`src/hw/crst_selftest_map.vh`:
```
// constants for the register pattern self-test sequencer
// assumes plain verilog-2005 include by bare name
`ifndef CRST_SELFTEST_MAP_VH
`define CRST_SELFTEST_MAP_VH
// ----------------------------------------
// patterns
// ----------------------------------------
`define CRST_PAT16_A 16'h5555
`define CRST_PAT16_B 16'haaaa
`define CRST_PAT8_A 8'h55
`define CRST_PAT8_B 8'haa
`define CRST_PATX_A 8'h05
`define CRST_PATX_B 8'h0a
// ----------------------------------------
// group selects
// ----------------------------------------
`define CRST_GRP_WORK 3'h0
`define CRST_GRP_PSW 3'h1
`define CRST_GRP_STACK 3'h2
`define CRST_GRP_CS 3'h3
`define CRST_GRP_DEXT 3'h4
`define CRST_NUM_GRP 5
// ----------------------------------------
// register file
// ----------------------------------------
`define CRST_NUM_BANK 4
`define CRST_PAIRS_PER_BANK 4
`define CRST_WORK_ADDR_W 4
`define CRST_RESULT_PASS 8'h00
`define CRST_RESULT_FAIL 8'h01
`define CRST_EXT_MASK 8'h0f
`endif

```
`src/hw/crst_register_selftest.v`:
```
// register pattern self-test sequencer with the registers under test
// assumes caller blocks interrupts and selects bank zero before starting
//
// Behaviour
// - all four pairs in all four banks
// - pairs: write 5555, check, aaaa, check
// - status word: 55 then aa, compared
// - stack pointer: 5555 then aaaa, compared
// - every pattern write read back; mismatch fails
// - save original, restore after sequence
// - result 0 pass, 1 fail
// - code extension: 05, 0a; upper nibble zero
// - data extension: 05, 0a; low nibble only
`timescale 1ns/100ps
`include "crst_selftest_map.vh"
module crst_register_selftest (
  input wire clk_sys,
  input wire rst_n,
  input wire [4:0] startReq,
  input wire intBlocked,
  input wire bankZeroSelect,
  output reg [4:0] testDone,
  output reg [4:0] testFail,
  output reg [7:0] accumulatorResult,
  output wire busy,
  output reg [7:0] statusWord,
  output reg [15:0] stackPointer,
  output reg [7:0] codeExtensionReg,
  output reg [7:0] dataExtensionReg
);
  // ----------------------------------------
  // states
  // ----------------------------------------
  localparam IDLE = 3'h0;
  localparam SAVE = 3'h1;
  localparam WRITE = 3'h2;
  localparam READ = 3'h3;
  localparam CHECK = 3'h4;
  localparam RESTORE = 3'h5;
  localparam FINISH = 3'h6;

  // ----------------------------------------
  // sequencer state and captured values
  // ----------------------------------------
  reg [2:0] state;
  reg [2:0] group;
  reg [3:0] pairIdx;
  reg patPhase;
  reg failSeen;
  reg [15:0] saved;
  reg [15:0] pattern;
  reg [15:0] regValue;
  reg [2:0] grantGroup;
  reg grantValid;
  integer i;

  wire [15:0] workRead;
  reg workWe;
  reg [15:0] workData;

  assign busy = (state != IDLE);

  // ----------------------------------------
  // start arbitration
  // ----------------------------------------
  // lowest numbered start wins when several arrive together
  always @* begin
    grantGroup = 3'h0;
    grantValid = 1'b0;
    for (i = `CRST_NUM_GRP - 1; i >= 0; i = i - 1) begin
      if (startReq[i]) begin
        grantGroup = i[2:0];
        grantValid = 1'b1;
      end
    end
  end

  // ----------------------------------------
  // pattern and readback selection
  // ----------------------------------------
  always @* begin
    case (group)
      `CRST_GRP_WORK: pattern = patPhase ? `CRST_PAT16_B : `CRST_PAT16_A;
      `CRST_GRP_PSW: pattern = {8'h00, patPhase ? `CRST_PAT8_B : `CRST_PAT8_A};
      `CRST_GRP_STACK: pattern = patPhase ? `CRST_PAT16_B : `CRST_PAT16_A;
      `CRST_GRP_CS: pattern = {8'h00, patPhase ? `CRST_PATX_B : `CRST_PATX_A};
      `CRST_GRP_DEXT: pattern = {8'h00, patPhase ? `CRST_PATX_B : `CRST_PATX_A};
      default: pattern = 16'h0000;
    endcase
  end

  always @* begin
    case (group)
      `CRST_GRP_WORK: regValue = workRead;
      `CRST_GRP_PSW: regValue = {8'h00, statusWord};
      `CRST_GRP_STACK: regValue = stackPointer;
      `CRST_GRP_CS: regValue = {8'h00, codeExtensionReg};
      `CRST_GRP_DEXT: regValue = {8'h00, dataExtensionReg};
      default: regValue = 16'h0000;
    endcase
  end

  // ----------------------------------------
  // working pair write path
  // ----------------------------------------
  // work pair writes come from pattern or restore
  always @* begin
    workWe = 1'b0;
    workData = pattern;
    if (group == `CRST_GRP_WORK) begin
      if (state == WRITE) begin
        workWe = 1'b1;
      end else if (state == RESTORE) begin
        workWe = 1'b1;
        workData = saved;
      end
    end
  end

  crst_work_regfile uWork (
    .clk_sys(clk_sys),
    .writeEn(workWe),
    .writeAddr(pairIdx),
    .writeData(workData),
    .readAddr(pairIdx),
    .readData(workRead)
  );

  // ----------------------------------------
  // sequencer
  // ----------------------------------------
  always @(posedge clk_sys or negedge rst_n) begin
    if (!rst_n) begin
      state <= IDLE;
      group <= 3'h0;
      pairIdx <= 4'h0;
      patPhase <= 1'b0;
      failSeen <= 1'b0;
      saved <= 16'h0000;
      testDone <= 5'h00;
      testFail <= 5'h00;
      accumulatorResult <= 8'h00;
      statusWord <= 8'h00;
      stackPointer <= 16'h0000;
      codeExtensionReg <= 8'h00;
      dataExtensionReg <= 8'h00;
    end else begin
      testDone <= 5'h00;
      case (state)
        IDLE: begin
          if (grantValid) begin
            group <= grantGroup;
            pairIdx <= 4'h0;
            patPhase <= 1'b0;
            // unblocked interrupts, or bank zero unselected for the work pairs, are reported as a failed test
            failSeen <= !intBlocked || (grantGroup == `CRST_GRP_WORK && !bankZeroSelect);
            state <= SAVE;
          end
        end
        SAVE: begin
          // work pair read data is one cycle late, so wait in save first
          state <= WRITE;
        end
        WRITE: begin
          // first pass only: the second would keep the first pattern
          if (!patPhase) begin
            saved <= regValue;
          end
          case (group)
            `CRST_GRP_PSW: statusWord <= pattern[7:0];
            `CRST_GRP_STACK: stackPointer <= pattern;
            // upper nibble hard-wired to zero
            `CRST_GRP_CS: codeExtensionReg <= pattern[7:0] & `CRST_EXT_MASK;
            `CRST_GRP_DEXT: dataExtensionReg <= pattern[7:0] & `CRST_EXT_MASK;
            default: ;
          endcase
          state <= READ;
        end
        READ: begin
          state <= CHECK;
        end
        CHECK: begin
          // fail is sticky until the next start
          if (regValue != pattern) begin
            failSeen <= 1'b1;
          end
          if (!patPhase) begin
            patPhase <= 1'b1;
            state <= WRITE;
          end else begin
            state <= RESTORE;
          end
        end
        RESTORE: begin
          case (group)
            `CRST_GRP_PSW: statusWord <= saved[7:0];
            `CRST_GRP_STACK: stackPointer <= saved;
            // ext registers hold only the low nibble, so a restore masks too
            `CRST_GRP_CS: codeExtensionReg <= saved[7:0] & `CRST_EXT_MASK;
            `CRST_GRP_DEXT: dataExtensionReg <= saved[7:0] & `CRST_EXT_MASK;
            default: ;
          endcase
          patPhase <= 1'b0;
          if (group == `CRST_GRP_WORK && pairIdx != 4'hf) begin
            pairIdx <= pairIdx + 4'h1;
            state <= SAVE;
          end else begin
            state <= FINISH;
          end
        end
        FINISH: begin
          // result and fail flag stand until the next done
          accumulatorResult <= failSeen ? `CRST_RESULT_FAIL : `CRST_RESULT_PASS;
          testDone[group] <= 1'b1;
          testFail[group] <= failSeen;
          state <= IDLE;
        end
        default: state <= IDLE;
      endcase
    end
  end
endmodule // crst_register_selftest

```
`src/hw/crst_work_regfile.v`:
```
// working register pair store: 4 banks x 4 pairs of 16 bits
// assumes single clock clk_sys; read data registered, one cycle latency
`timescale 1ns/100ps
`include "crst_selftest_map.vh"
module crst_work_regfile (
  input wire clk_sys,
  input wire writeEn,
  input wire [3:0] writeAddr,
  input wire [15:0] writeData,
  input wire [3:0] readAddr,
  output reg [15:0] readData
);
  reg [15:0] mem [0:15];
  always @(posedge clk_sys) begin
    if (writeEn) begin
      mem[writeAddr] <= writeData;
    end
    readData <= mem[readAddr];
  end
endmodule // crst_work_regfile

```
`config.mk`:
```
export PLATFORM = sky130hd
export DESIGN_NAME = crst_register_selftest
export DESIGN_NICKNAME = d
export VERILOG_FILES = /design/src/hw/crst_register_selftest.v /design/src/hw/crst_work_regfile.v
export VERILOG_INCLUDE_DIRS = /design/src /design/src/hw
export SDC_FILE = /design/constraint.sdc
export NUM_CORES = 1
export LEC_CHECK = 0
export BUFFER_PORTS_ARGS = -buffer_cell sky130_fd_sc_hd__buf_2
export CAP_MARGIN = 20
export CORE_MARGIN = 2
export CORE_UTILIZATION = 60
export CTS_CLUSTER_DIAMETER = 50
export DETAILED_ROUTE_END_ITERATION = 8
export PLACE_DENSITY = 0.82
export SYNTH_ARGS = -nofsm -noshare
export SYNTH_HDL_FRONTEND = slang
export SYNTH_SLANG_ARGS = --single-unit
```
`constraint.sdc`:
```
create_clock -name clk_sys -period 3.5 [get_ports clk_sys]
set_input_delay 0.175 -clock clk_sys [delete_from_list [all_inputs] [get_ports clk_sys]]
set_output_delay 0.175 -clock clk_sys [all_outputs]
set_load 0.03 [all_outputs]
```
==> flow_summary.toml <==
[logic_synthesis]
synth_cell_types = 59
syn_area_per_cell_um2 = 16.7
yosysMostFrequentCell = "edfxtp_1"
synth_cells = 835
synth_area_um2 = 13900
yosys.area.top_type = "edfxtp_1"
synth_edf_count = 256
synthArstFlopShare_pct = 20.7
synth_flop_cell = "edfxtp_1"
yosysWarnings = 0
ys_ff_latch = 343
netlist.area_leader.share_pct = 55.2
synth_common_cells = "edfxtp_1 (256), mux4_2 (80), dfrtp_1 (71)"
synth.area.top_cells = "edfxtp_1 (55%), mux4_2 (13%), dfrtp_1 (13%)"
yosysSeqAreaShare_pct = 70.3

[power_and_ir_drop]
intPower_w = 0.00937
netSwitchingFraction_pct = 33.5
switchingPower_w = 0.00472
p_clk_share_pct = 27.0
p_leak_nw = 5.68
p_per_area_nw_per_um2 = 884
ir_worst_vdd_uv = 512
p_seq_share_pct = 43.3
power_frac_comb_pct = 29.8

[timing]
fin_ws_ns = 0.576
whs_ns = 0.0103
fin_worst_skew_ns = 0.0152
hold_viol_final = 0
worst_slew_pin_slew_ns = 1.00
max_clock_freq_mhz = 342
finalSetupViolCount = 0
period_share_pct = 83.5
relSlewSlack_pct = 33.1
rsz0062_at_grt = "false"
fin_setup_tns_ns = 0
period_minus_slack_ns = 2.92
finalMaxSlewViolations = 0

[drt]
ant_nets = 0
drt_pass1_iterations = 4
via_count = 7944
wl_per_cell_um = 25.8
viasPerCell = 6.39
drt-total-wl_um = 32000
drc = 0
drt_iter0_drc = 1067

[worst_setup_path]
critPathCaptureType = "flip-flop"
worstPathRequired_ns = 3.72
critical_path_class = "reg2reg"
critPathLaunchType = "flip-flop"
worstPathArrival_ns = 3.15
path_max_fanout = 14

[worst_hold_path]
hp-class = "in2reg"

[clock_tree]
clkTransAtPathRegs_ns = 0.06
insertion_delay_ns = 0.52
clk_path_buf_depth = 3
htreeDepth = 2
hold_buffers = 3
cts_made_buffers = 36
root_buffer = "clkbuf_16"
cts_tree = "built"
cts.repair.resized = 0
clock_sinks = 343
postCtsSetupRepairBufs = 0

[flow_run]
maxCapViolations = 0

[global_route]
grt_max_degree = 52
first_global_vias = 7915
grt_overflow = 0
grt_pass1_wl_um = 48900
antenna_found_initial = 2
grt_usage_pct = 27.4

[die]
die_w_um = 156
num_rows = 55
die_h_um = 156
num_io_pins = 68
start_util_pct = 61.3
die-area_um2 = 24400
coreArea_um2 = 22700

[placement]
port_buffers = 52
routabilityCongestion = 0.933
place_area_um2 = 14700
dp_hpwl_um = 19400
place_ws_ns = 0.533

[cells_and_area]
fillCellCount = 1378
multi_input_area_um2 = 3830
area_growth_syn_to_layout_pct = 14.6
design_area_um2 = 16000
antenna_cells = 0
finalNetCount = 947
layout-drive-gt1-share_pct = 28.8
seqCellArea_um2 = 9790

[status]
status = "completed"
[path summary, 6_finish.rpt]
path	start	to	slack [ns]	cells after the start
hold / removal	startReq[4]	group[2]	0.01	3
hold reg to reg	saved[1]	saved[1]	0.49	2
max in group asynchronous	rst_n	pairIdx[0]	2.32	3
min in group asynchronous	rst_n	state[0]	0.15	2
setup reg to reg	state[1]	uWork.mem[11][12]	0.58	8
setup / recovery	state[1]	uWork.mem[11][12]	0.58	8
[kinds of logic (layout without fill, tap and decap cells)]
kind of cell | Yosys count | count (layout) | synth area share, %
xor+xnor | 3 | 3 | 0.189
compound gates | 126 | 126 | 5.39
mux | 107 | 107 | 15.0
other cells | 1 | 15 | 0.0269
fa+ha+maj | 4 | 4 | 0.360
buf+inv | 67 | 177 | 2.90
simple gates | 184 | 184 | 5.84
flops | 343 | 343 | 70.3
[layout make-up]
cell class	instances	share of cell area, %
clock buffers	43	6.01
clock inverters	20	1.36
inverters	6	0.141
multi-input cells	439	24.0
flip-flops and latches	343	61.4
well taps	285	2.24
repair buffers	108	4.86
[per-stage QoR]
step / util, % / total power, W / std cells
after floorplan: - / 0.00897 / 849
after global placement: 64.7 / 0.0100 / 1171
after detailed placement: 64.7 / 0.0102 / 1171
after CTS: 70.0 / 0.0140 / 1237
after global routing: 70.2 / 0.0147 / 1244
final: 70.2 / 0.0141 / 1244
[power groups by stage]
stage | combinational [W] | sequential, W | clock (W)
final | 0.00420 | 0.00610 | 0.00380
after global routing | 0.00455 | 0.00618 | 0.00402
after CTS | 0.00406 | 0.00612 | 0.00385
after detailed placement | 0.00398 | 0.00619 | 0
after global placement | 0.00386 | 0.00616 | 0
after floorplan | 0.00279 | 0.00617 | 0
[sequential cells by signal, summed over array words and instances, names as in the netlist]
signal / count
uWork.mem: 256
saved: 16
stackPointer: 16
uWork.readData: 16
statusWord: 8
testDone: 5
testFail: 5
codeExtensionReg: 4
dataExtensionReg: 4
pairIdx: 4
group: 3
state: 3
accumulatorResult: 1
failSeen: 1
patPhase: 1
[critical path: stages, from the launching register on]
cell and delay [ns]:
dfrtp_1 0.50, nand2b_1 0.24, nor2_1 0.23, buf_4 0.25
nor2_1 0.09, nor2_1 0.32, nand2_1 0.27, nor2_2 0.49
buf_12 0.22
[layer usage]
metal / vias up / GRT usage, % / wire length (um)
met1: 4010 / 37.6 / 12600
met4: 4 / 8.82 / 1060
met2: 421 / 45.7 / 16000
met3: 98 / 4.60 / 2310
met5: - / 0 / 23
li1: 3411 / - / -
[placed cells by master (no fill, tap or decap), types with 6 or more instances in the layout]
master | synthesis | final
o21ai_1 | 27 | 27
buf_12 | 0 | 7
mux4_2 | 80 | 80
nor2_1 | 66 | 54
nand2_1 | 69 | 69
dfxtp_1 | 16 | 16
clkbuf_16 | 0 | 37
mux2i_1 | 16 | 16
buf_4 | 19 | 46
o21ai_0 | 15 | 15
dfrtp_1 | 71 | 69
conb_1 | 1 | 15
nand3_1 | 6 | 6
a21oi_1 | 50 | 50
mux2_2 | 9 | 9
nor3_1 | 12 | 8
buf_2 | 16 | 52
nor2_2 | 2 | 14
edfxtp_1 | 256 | 256
a22o_1 | 11 | 11
Power figures use the tool's default switching activity.
